<file path="config.mk">
export PLATFORM = sky130hd
export DESIGN_NAME = delay_phase_search_control
export DESIGN_NICKNAME = d
export VERILOG_FILES = /design/src/verilog/delay_search_pkg.sv /design/src/verilog/phase_in_sync.sv /design/src/verilog/delay_phase_search_control.sv
export SDC_FILE = /design/constraint.sdc
export NUM_CORES = 1
export LEC_CHECK = 0
export BUFFER_PORTS_ARGS = -buffer_cell sky130_fd_sc_hd__buf_2
export CAP_MARGIN = 30
export CORE_ASPECT_RATIO = 0.8
export CORE_MARGIN = 2
export CORE_UTILIZATION = 30
export CTS_CLUSTER_DIAMETER = 40
export CTS_CLUSTER_SIZE = 25
export DETAILED_ROUTE_END_ITERATION = 8
export HOLD_SLACK_MARGIN = 0.08
export SLEW_MARGIN = 40
export SYNTH_ARGS = -nofsm -noshare
export SYNTH_HDL_FRONTEND = slang
export SYNTH_SLANG_ARGS = --single-unit
</file>
<file path="constraint.sdc">
create_clock -name sys_clk_i -period 3.65 [get_ports sys_clk_i]
set_input_delay 0.73 -clock sys_clk_i [delete_from_list [all_inputs] [get_ports sys_clk_i]]
set_output_delay 0.73 -clock sys_clk_i [all_outputs]
set_load 0.01 [all_outputs]
</file>
<file path="src/verilog/delay_search_pkg.sv">
package delay_search_pkg;

  // ----------------------------------------------------------------
  // Register map
  // ----------------------------------------------------------------
  localparam logic [7:0] ADDR_SEARCH_CTRL = 8'h2f;
  localparam logic [7:0] ADDR_DUTY_CTRL   = 8'h30;
  localparam logic [7:0] RST_SEARCH_CTRL  = 8'h0b;
  localparam logic [7:0] RST_DUTY_CTRL    = 8'h00;

  // ----------------------------------------------------------------
  // Field positions
  // ----------------------------------------------------------------
  localparam int BIT_EXACT     = 7;
  localparam int BIT_SRCH_ERR  = 6;
  localparam int BIT_TRK_ERR   = 5;
  localparam int GB_MSB        = 4;
  localparam int GB_LSB        = 0;
  localparam int BIT_DUTY_EN   = 7;
  localparam int BIT_STEP_DIR  = 6;
  localparam int TRIM_MSB      = 5;
  localparam int TRIM_LSB      = 0;

  // ----------------------------------------------------------------
  // Search figures and modes
  // ----------------------------------------------------------------
  localparam int GB_SCALE      = 8;
  localparam int NEAR_TOL      = 2;
  localparam logic [1:0] MODE_SRCH_TRACK = 2'h0;
  localparam logic [1:0] MODE_TRACK_ONLY = 2'h1;
  localparam logic [1:0] MODE_SRCH_ONLY  = 2'h2;
  localparam logic [1:0] MODE_INVALID    = 2'h3;

  // ----------------------------------------------------------------
  // Timing
  // ----------------------------------------------------------------
  localparam int CLK_MHZ    = 100;
  localparam int SETTLE_NS  = 50;
  localparam int SETTLE_CYC = (SETTLE_NS * CLK_MHZ + 999) / 1000;

endpackage : delay_search_pkg

</file>
<file path="src/verilog/phase_in_sync.sv">
`timescale 1ns/1ps
module phase_in_sync #(
  parameter int W = 4
) (
  // Clock, reset, enable
  input  wire logic         sys_clk_i,
  input  wire logic         rstn_i,
  input  wire logic         ce_i,
  // Data
  input  wire logic [W-1:0] async_i,
  output logic      [W-1:0] sync_o
);

  logic [W-1:0] s1_r;
  logic [W-1:0] s2_r;
  logic [W-1:0] s3_r;

  always_ff @(posedge sys_clk_i or negedge rstn_i) begin
    if (!rstn_i) begin
      s1_r <= '0;
      s2_r <= '0;
      s3_r <= '0;
    end else if (ce_i) begin
      s1_r <= async_i;
      s2_r <= s1_r;
      s3_r <= s2_r;
    end
  end

  // Accept a new value only once two stages agree
  always_ff @(posedge sys_clk_i or negedge rstn_i) begin
    if (!rstn_i) begin
      sync_o <= '0;
    end else if (ce_i && (s2_r == s3_r)) begin
      sync_o <= s3_r;
    end
  end

endmodule : phase_in_sync

</file>
<file path="src/verilog/delay_phase_search_control.sv">
`timescale 1ns/1ps
module delay_phase_search_control #(
  parameter int DLY_W = 8,
  parameter int PH_W  = 4
) (
  // Clock, reset, enable
  input  wire logic             sys_clk_i,
  input  wire logic             rstn_i,
  input  wire logic             ce_i,
  // Configuration port
  input  wire logic [7:0]       cfg_addr_i,
  input  wire logic [7:0]       cfg_wdata_i,
  input  wire logic             cfg_wr_i,
  output logic      [7:0]       cfg_rdata_o,
  // Loop control
  input  wire logic             delay_loop_on_i,
  input  wire logic [1:0]       loop_mode_i,
  input  wire logic             lock_snapshot_trigger_i,
  input  wire logic [PH_W-1:0]  target_phase_i,
  input  wire logic [PH_W-1:0]  phase_meas_i,
  // Delay line and analog controls
  output logic      [DLY_W-1:0] delay_code_o,
  output logic                  duty_fix_on_o,
  output logic                  factory_step_direction_o,
  output logic      [5:0]       factory_manual_trim_o,
  // Status
  output logic                  locked_o,
  output logic                  search_failed_o,
  output logic      [DLY_W-1:0] locked_delay_code_o,
  output logic      [PH_W-1:0]  locked_phase_value_o
);
  import delay_search_pkg::*;

  typedef enum logic [2:0] {S_OFF, S_SEARCH, S_TRACK, S_HOLD, S_FAIL} st_t;
  typedef enum logic [1:0] {D_ALT, D_UP, D_DN, D_WIDE} dir_t;

  localparam logic [DLY_W-1:0] CODE_MAX = {DLY_W{1'b1}};
  localparam logic [DLY_W-1:0] CENTER   = DLY_W'(1) << (DLY_W - 1);

  // ----------------------------------------------------------------
  // Registers
  // ----------------------------------------------------------------
  logic [7:0] srch_ctrl_r;
  logic [7:0] duty_ctrl_r;

  always_ff @(posedge sys_clk_i or negedge rstn_i) begin
    if (!rstn_i) begin
      srch_ctrl_r <= RST_SEARCH_CTRL;
      duty_ctrl_r <= RST_DUTY_CTRL;
    end else if (ce_i && cfg_wr_i) begin
      if (cfg_addr_i == ADDR_SEARCH_CTRL) srch_ctrl_r <= cfg_wdata_i;
      if (cfg_addr_i == ADDR_DUTY_CTRL)   duty_ctrl_r <= cfg_wdata_i;
    end
  end

  always_ff @(posedge sys_clk_i or negedge rstn_i) begin
    if (!rstn_i) begin
      cfg_rdata_o <= 8'h00;
    end else if (ce_i) begin
      case (cfg_addr_i)
        ADDR_SEARCH_CTRL: cfg_rdata_o <= srch_ctrl_r;
        ADDR_DUTY_CTRL:   cfg_rdata_o <= duty_ctrl_r;
        default:          cfg_rdata_o <= 8'h00;
      endcase
    end
  end

  // Factory bits are stored and passed on untouched
  assign duty_fix_on_o            = duty_ctrl_r[BIT_DUTY_EN];
  assign factory_step_direction_o = duty_ctrl_r[BIT_STEP_DIR];
  assign factory_manual_trim_o    = duty_ctrl_r[TRIM_MSB:TRIM_LSB];

  // ----------------------------------------------------------------
  // Phase compare
  // ----------------------------------------------------------------
  logic [PH_W-1:0]  meas;
  logic [PH_W-1:0]  diff;
  logic             exact;
  logic             phase_ok;
  logic [DLY_W-1:0] margin;

  phase_in_sync #(.W(PH_W)) u_sync (
    .sys_clk_i (sys_clk_i),
    .rstn_i    (rstn_i),
    .ce_i      (ce_i),
    .async_i   (phase_meas_i),
    .sync_o    (meas)
  );

  assign exact = srch_ctrl_r[BIT_EXACT];
  assign diff  = (meas > target_phase_i) ? meas - target_phase_i
                                         : target_phase_i - meas;
  assign phase_ok = exact ? (diff == '0)
                          : (diff <= PH_W'(NEAR_TOL));
  assign margin = DLY_W'(srch_ctrl_r[GB_MSB:GB_LSB]) * DLY_W'(GB_SCALE);

  // ----------------------------------------------------------------
  // Step timer
  // ----------------------------------------------------------------
  logic [7:0] settle_r;
  logic       step_now;
  st_t        st_r;

  assign step_now = ce_i && (settle_r == 8'h00);

  // Gives the delay line and phase detector time to settle per step
  always_ff @(posedge sys_clk_i or negedge rstn_i) begin
    if (!rstn_i) begin
      settle_r <= 8'(SETTLE_CYC - 1);
    end else if (ce_i) begin
      if (st_r == S_OFF || settle_r == 8'h00) settle_r <= 8'(SETTLE_CYC - 1);
      else settle_r <= settle_r - 8'h01;
    end
  end

  // ----------------------------------------------------------------
  // Search and track engine
  // ----------------------------------------------------------------
  dir_t             dir_r;
  logic             turn_r;
  logic [DLY_W-1:0] code_r;
  logic [DLY_W-1:0] up_r;
  logic [DLY_W-1:0] dn_r;
  logic             locked_r;
  logic             failed_r;
  logic [DLY_W-1:0] lim_lo;
  logic [DLY_W-1:0] lim_hi;
  logic             up_blk;
  logic             dn_blk;
  logic             go_up;
  logic             at_end;
  logic             trk_dn;
  logic             run_ok;

  assign run_ok = delay_loop_on_i && (loop_mode_i != MODE_INVALID);
  assign lim_lo = (dir_r == D_WIDE) ? '0 : margin;
  assign lim_hi = (dir_r == D_WIDE) ? CODE_MAX : CODE_MAX - margin;
  assign up_blk = up_r >= lim_hi;
  assign dn_blk = dn_r <= lim_lo;
  assign go_up  = (dir_r == D_UP) || ((dir_r != D_DN) && turn_r);
  assign at_end = (code_r == '0) || (code_r == CODE_MAX);
  assign trk_dn = meas > target_phase_i;

  always_ff @(posedge sys_clk_i or negedge rstn_i) begin
    if (!rstn_i) begin
      st_r     <= S_OFF;
      dir_r    <= D_ALT;
      turn_r   <= 1'b1;
      code_r   <= CENTER;
      up_r     <= CENTER;
      dn_r     <= CENTER;
      locked_r <= 1'b0;
      failed_r <= 1'b0;
    end else if (ce_i) begin
      if (!run_ok) begin
        st_r     <= S_OFF;
        locked_r <= 1'b0;
      end else begin
        case (st_r)
          S_OFF: begin
            failed_r <= 1'b0;
            code_r   <= CENTER;
            up_r     <= CENTER;
            dn_r     <= CENTER;
            dir_r    <= D_ALT;
            turn_r   <= 1'b1;
            st_r     <= (loop_mode_i == MODE_TRACK_ONLY) ? S_TRACK
                                                         : S_SEARCH;
          end
          S_SEARCH: if (step_now) begin
            if (phase_ok) begin
              locked_r <= 1'b1;
              st_r     <= (loop_mode_i == MODE_SRCH_ONLY) ? S_HOLD
                                                          : S_TRACK;
            end else if (at_end) begin
              failed_r <= 1'b1;
              if (srch_ctrl_r[BIT_SRCH_ERR]) begin
                code_r <= CENTER;
                up_r   <= CENTER;
                dn_r   <= CENTER;
                dir_r  <= D_ALT;
                turn_r <= 1'b1;
              end else begin
                st_r <= S_FAIL;
              end
            end else begin
              case (dir_r)
                D_ALT, D_WIDE: begin
                  turn_r <= ~turn_r;
                  if (go_up && up_blk && dir_r == D_ALT) dir_r <= D_DN;
                  else if (!go_up && dn_blk && dir_r == D_ALT) dir_r <= D_UP;
                  else if (go_up && !up_blk) begin
                    up_r   <= up_r + DLY_W'(1);
                    code_r <= up_r + DLY_W'(1);
                  end else if (!go_up && !dn_blk) begin
                    dn_r   <= dn_r - DLY_W'(1);
                    code_r <= dn_r - DLY_W'(1);
                  end
                end
                D_UP: begin
                  if (up_blk) dir_r <= D_WIDE;
                  else begin
                    up_r   <= up_r + DLY_W'(1);
                    code_r <= up_r + DLY_W'(1);
                  end
                end
                D_DN: begin
                  if (dn_blk) dir_r <= D_WIDE;
                  else begin
                    dn_r   <= dn_r - DLY_W'(1);
                    code_r <= dn_r - DLY_W'(1);
                  end
                end
                default: dir_r <= D_ALT;
              endcase
            end
          end
          S_TRACK: if (step_now) begin
            locked_r <= phase_ok;
            if (!phase_ok) begin
              if ((trk_dn && code_r == '0) ||
                  (!trk_dn && code_r == CODE_MAX)) begin
                failed_r <= 1'b1;
                if (srch_ctrl_r[BIT_TRK_ERR]) st_r <= S_OFF;
              end else if (trk_dn) begin
                code_r <= code_r - DLY_W'(1);
              end else begin
                code_r <= code_r + DLY_W'(1);
              end
            end
          end
          S_HOLD:  st_r <= S_HOLD;
          S_FAIL:  locked_r <= 1'b0;
          default: st_r <= S_OFF;
        endcase
      end
    end
  end

  assign delay_code_o    = code_r;
  assign locked_o        = locked_r;
  assign search_failed_o = failed_r;

  // ----------------------------------------------------------------
  // Lock snapshot
  // ----------------------------------------------------------------
  logic snap_q_r;

  always_ff @(posedge sys_clk_i or negedge rstn_i) begin
    if (!rstn_i) begin
      snap_q_r             <= 1'b0;
      locked_delay_code_o  <= '0;
      locked_phase_value_o <= '0;
    end else if (ce_i) begin
      snap_q_r <= lock_snapshot_trigger_i;
      if (lock_snapshot_trigger_i && !snap_q_r) begin
        locked_delay_code_o  <= code_r;
        locked_phase_value_o <= meas;
      end
    end
  end

  // ----------------------------------------------------------------
  // Checks
  // ----------------------------------------------------------------
  property p_exact;
    @(posedge sys_clk_i) disable iff (!rstn_i)
    (ce_i && st_r == S_SEARCH && step_now && exact && diff != '0)
      |=> !locked_r;
  endproperty
  a_exact: assert property (p_exact)
    else $error("Inexact phase locked in exact mode");

  property p_srch_stop;
    @(posedge sys_clk_i) disable iff (!rstn_i)
    (run_ok && st_r == S_SEARCH && step_now && !phase_ok && at_end &&
     !srch_ctrl_r[BIT_SRCH_ERR]) |=> st_r == S_FAIL;
  endproperty
  a_srch_stop: assert property (p_srch_stop)
    else $error("Search did not stop on error");

  property p_trk_reset;
    @(posedge sys_clk_i) disable iff (!rstn_i)
    (run_ok && st_r == S_TRACK && step_now && !phase_ok &&
     srch_ctrl_r[BIT_TRK_ERR] &&
     ((code_r == CODE_MAX && !trk_dn) || (code_r == '0 && trk_dn)))
      |=> st_r == S_OFF ##1 code_r == CENTER;
  endproperty
  a_trk_reset: assert property (p_trk_reset)
    else $error("Track miss did not reset controller");

  property p_guard;
    @(posedge sys_clk_i) disable iff (!rstn_i)
    (st_r == S_SEARCH && dir_r == D_ALT && margin < CENTER)
      |-> (code_r >= margin && code_r <= CODE_MAX - margin);
  endproperty
  a_guard: assert property (p_guard)
    else $error("Alternating search left the guard band");

  property p_one_way;
    @(posedge sys_clk_i) disable iff (!rstn_i)
    (run_ok && st_r == S_SEARCH && dir_r == D_DN && !at_end)
      |=> code_r <= $past(code_r);
  endproperty
  a_one_way: assert property (p_one_way)
    else $error("One-way search stepped upward");

  property p_widen;
    @(posedge sys_clk_i) disable iff (!rstn_i)
    (run_ok && st_r == S_SEARCH && step_now && !phase_ok && !at_end &&
     ((dir_r == D_UP && up_blk) || (dir_r == D_DN && dn_blk)))
      |=> dir_r == D_WIDE;
  endproperty
  a_widen: assert property (p_widen)
    else $error("Search did not widen after second guard hit");

  property p_end_fail;
    @(posedge sys_clk_i) disable iff (!rstn_i)
    (run_ok && st_r == S_SEARCH && step_now && !phase_ok && at_end)
      |=> search_failed_o;
  endproperty
  a_end_fail: assert property (p_end_fail)
    else $error("Endpoint reached without failure flag");

  property p_duty;
    @(posedge sys_clk_i) disable iff (!rstn_i)
    (ce_i && cfg_wr_i && cfg_addr_i == ADDR_DUTY_CTRL)
      |=> duty_fix_on_o == $past(cfg_wdata_i[BIT_DUTY_EN]);
  endproperty
  a_duty: assert property (p_duty)
    else $error("Duty correction enable not applied");

  property p_off;
    @(posedge sys_clk_i) disable iff (!rstn_i)
    (ce_i && !run_ok) |=> (st_r == S_OFF && !locked_o);
  endproperty
  a_off: assert property (p_off)
    else $error("Controller running while disabled or mode invalid");

  property p_snap;
    @(posedge sys_clk_i) disable iff (!rstn_i)
    (ce_i && lock_snapshot_trigger_i && !snap_q_r)
      |=> locked_delay_code_o == $past(code_r);
  endproperty
  a_snap: assert property (p_snap)
    else $error("Snapshot did not capture delay code");

  property p_flags;
    @(posedge sys_clk_i) disable iff (!rstn_i)
    (st_r == S_FAIL) |-> (search_failed_o && !locked_o);
  endproperty
  a_flags: assert property (p_flags)
    else $error("Failed state flags inconsistent");

endmodule : delay_phase_search_control

</file>
==> metrics.md <==
| Metric | Value |
|---|---|
| Outcome | `finished, final reports clean` |
| Met3 Track Usage GR | `around 3.6%` |
| Critical Path Source Type | `flop` |
| Period utilization | `approximately 90%` |
| Crit path arrival time | `3.59 ns` |
| Setup TNS | `0 ns` |
| Final critical delay including setup and external delays | `around 3.3 ns` |
| Root Buffer | `clkbuf_16` |
| Main combinational cell family by area after synthesis | `compound AO/OA/AOI/OAI gates` |
| Post-synth top flop | `dfrtp_1` |
| Area fraction in and, or, nand and nor cells after synthesis | `15.5%` |
| Share of synthesized cell area in full adder, half adder and majority cells | `around 8%` |
| Number of antenna repair diodes | `0` |
| Number of clock sinks seen by CTS | `a little over 90` |
| Initial core utilization | `just over 30%` |
| Clk pin slew, worst setup/hold paths | `0.08 ns` |
| Multi-input combinational cell area | `3130 um^2` |
| Kind of path behind the tightest hold check | `in2async` |
| Standby leakage power | `~3.1 nW` |
| Portion of synthesized cell area occupied by the leading cell type | `between 30% and 40%` |
| Detailed-route DRC error count | `0` |
| Wirelength, routed | `between 10000 and 15000 um` |
| Maximum number of pins on one net before global-route repair | `53` |
| Area fraction in compound gates after synthesis | `between 15 and 20%` |
| Number of hold violations in the final report | `0` |
| Total power consumption of the routed design | `5.28 mW` |
| Required time of the critical path | `about 4.0 ns` |
| Port bufs | `slightly below 70` |
| Met1 demand-to-capacity share in global routing | `21.8%` |
| Clock power frac | `roughly 18%` |
| Category of the worst setup path capture point | `flop` |
| Initial DRC Count | `around 280` |
| Number of fill cells in the layout | `about 1.9k` |
| Post-synthesis async set-or-reset flop share | `100%` |
| Via count of the first global-routing pass | `between 4k and 5k` |
| Router iterations before antenna repair | `4` |
| Max rail drop VDD | `approximately 0.25 mV` |
| Mean area per synthesized cell | `slightly below 10 um^2` |
| Remaining number of nets flagged by the antenna check after routing | `0` |
| Die width | `158 um` |
| Post-synthesis sequential element count | `93` |
| Count of final max-slew check failures | `0` |
| Number of hold buffers added after CTS | `0` |
| Longest Clk Path Bufs | `2` |
| CP Class | `reg2reg` |
| Congestion Overflow GR | `0` |
| Cells after Synth | `around 580` |
| Cts repair resizes | `0` |
| Num rows | `between 40 and 50` |
| Power Density | `between 700 and 800 nW/um^2` |
| Wire length per cell | `between 10 and 15 um` |
| Core area | `around 18000 um^2` |
| Maxcap violations | `0` |
| Sequential cell area fraction in the yosys report | `41.1%` |
| Startpoint of the worst register-to-register path | `dir_r[0]` |
| F_max | `just over 0.3 GHz` |
| Number of enable-type register cells in the synthesized netlist | `0` |
| Final HPWL DP | `~10000 um` |
| Depth of the CTS H-tree | `3` |
| Number of antenna violations at the first check in global routing | `0` |
| Max-slew headroom at the worst pin | `around half` |
| Cell Int Power | `2.96 mW` |
| Layer carrying the most global-route usage | `met1` |
| Sw Ratio | `a little over two fifths` |
| Worst-case clock skew | `between 0.01 and 0.015 ns` |
| Via-to-Cell Ratio | `a little under 5` |
| Multiplexer share of the synthesized area | `between 10% and 20%` |
| Worst setup slack for register-to-register paths | `about 0.36 ns` |
| Post-CTS repair timing setup buffer count | `0` |
| Reg2reg end | `delay_code_o[7]` |
| Wire length of the first global-routing pass | `between 20000 and 25000 um` |
| Number of buffers created by CTS | `9` |
| Max Fanout on Critical Path | `9` |
| Worst reg-to-reg path cell count | `11` |
| Portion of total power attributed to sequential cells | `30.5%` |
| Gate power share | `roughly half` |
| Post-layout nets | `between 700 and 800` |
| Ports placed on the boundary | `70` |
| Slew at the pin with the worst max-slew slack | `between 0.7 and 0.8 ns` |
| Post-synthesis cell type with the largest combined area | `dfrtp_1` |
| Clk_lat worst skew | `0.36 ns` |
| Aggregate global-route resource usage | `14.5%` |
| Largest cells by area after synthesis | `dfrtp_1 (37%), mux2_2 (9.9%), ha_1 (6.8%), o21ai_0 (4.3%), nor2_1 (3.8%)` |
| Signed area change from the synthesized netlist to the final layout | `17.8%` |
| Fraction of layout instances using a drive strength above 1 | `~27%` |
| Die outline area | `20100 um^2` |
| Post-synthesis cell type count | `62` |
| Switching power total | `between 2 and 2.5 mW` |
| Total nets after synthesis | `about 650` |
| Count of synthesis-stage warnings from yosys | `0` |
| Final setup vio count | `0` |
| Flip-flop and latch area | `2340 um^2` |
| Setup repair after global routing missed its margin | `no` |
| Gpl congestion | `~0.85` |
| Grt met2 use | `20.5%` |
| Final hold slack | `between 0.3 and 0.4 ns` |
| CTS tree | `done` |
| Via count | `~4.5k` |
| Netlist area before placement | `5680 um^2` |
| Area share of xor/xnor cells in the synthesized design | `under 10%` |
| Chip height | `127 um` |
layout make-up:
class,instances,area share (%)
sequential,93,34.9
tap,253,4.73
clock buffer,9,3.36
clock inverter,7,1.08
inverter,35,1.96
multi-input combinational,435,46.7
timing repair buffer,84,7.25
power by group through the flow:
stage	Combinational [mW]	Sequential (mW)	Clock, mW
2_1_floorplan	1.99	1.58	0
3_3_place_gp	2.68	1.63	0
3_5_place_dp	2.70	1.63	0
4_1_cts	2.71	1.61	0.976
5_1_grt	3.04	1.66	1.02
6_report	2.71	1.61	0.950
layer usage:
metal  vias to the layer above  part of all wire, %
li1                       2245                    -
met1                      2154                   52
met2                       104                   41
met3                        15                  5.4
met4                         0                  1.4
met5                         -                    0
cells in the final DEF (no fill, tap or decap), types with 5 or more instances in the layout:
cell type and count:
dfstp_2 8, nor2_1 58, ha_1 31, buf_4 14, xor2_1 6, a21o_1 8
inv_1 35, nand2b_1 10, mux2_2 50, o211ai_1 5, nor4_1 6, xnor2_1 20
clkbuf_16 9, a31oi_1 6, nor2b_1 5, nand4_1 6, a221oi_1 9, o22ai_1 8
nand3_1 10, a21oi_1 24, o21ai_0 49, buf_2 68, dfrtp_1 85, nand2_1 51
nor3_1 10
worst max-delay path by stage:
stage	depth (start not counted)	from	slack, ns	end
final	11	dir_r[0]	0.36	delay_code_o[7]
after global routing	11	dir_r[0]	0.03	delay_code_o[7]
after CTS	11	dir_r[0]	0.38	delay_code_o[7]
after detailed placement	13	target_phase_i[0]	0.11	delay_code_o[7]
after global placement	13	target_phase_i[0]	0.16	delay_code_o[7]
after floorplan	10	target_phase_i[0]	0.37	dn_r[4]
cell families after synthesis:
kind of cell,Yosys count
xor+xnor,26
compound gates,144
simple gates,178
flops,93
fa+ha+maj,34
buf+inv,54
mux,53
cell usage after synthesis (4+ instances only):
library cell / count
xor2_1: 6
a21oi_1: 24
dfrtp_1: 85
nand2b_1: 10
a211oi_1: 4
o22ai_1: 8
nand2_1: 51
nor2_1: 58
ha_1: 31
nand4_1: 6
and3_1: 4
mux2_2: 50
dfstp_2: 8
clkbuf_1: 14
a31oi_1: 6
nand3_1: 10
a221oi_1: 9
o21ai_0: 49
nor2b_1: 5
nor3_1: 10
o211ai_1: 5
a21o_1: 8
inv_1: 35
o31ai_1: 4
o21a_1: 4
nor4_1: 6
xnor2_1: 20
per-stage QoR:
| stage | setup slack (ns) | std cells | area (um^2) | utilization [%] |
|---|---|---|---|---|
| after global routing | 0.0285 | 916 | 6700 | 36.5 |
| after global placement | 0.162 | 900 | 6400 | 34.9 |
| after floorplan | 0.369 | 582 | 5680 | - |
| after detailed placement | 0.111 | 900 | 6400 | 34.9 |
| final | 0.364 | 916 | 6700 | 36.5 |
| after CTS | 0.380 | 916 | 6700 | 36.5 |
flip-flops by register name, summed over array words and instances, names as in the netlist:
name                  cells
delay_code_o              8
u_sync.s1_r               4
locked_o                  1
srch_ctrl_r               8
settle_r                  8
dn_r                      8
turn_r                    1
locked_delay_code_o       8
snap_q_r                  1
cfg_rdata_o               8
locked_phase_value_o      4
u_sync.s3_r               4
duty_ctrl_r               8
u_sync.s2_r               4
st_r                      3
search_failed_o           1
dir_r                     2
u_sync.sync_o             4
up_r                      8
worst max-delay path, stage by stage (launching register included):
cell,delay [ns]
dfrtp_1,0.42
ha_1,0.26
nor2b_1,0.27
ha_1,0.30
a31o_2,0.21
a21oi_1,0.18
o21ai_0,0.30
and4_1,0.32
o21ai_0,0.21
nand4_2,0.29
o21ba_2,0.35
o22a_1,0.12
Note: power is estimated with default switching activity, not from simulation.
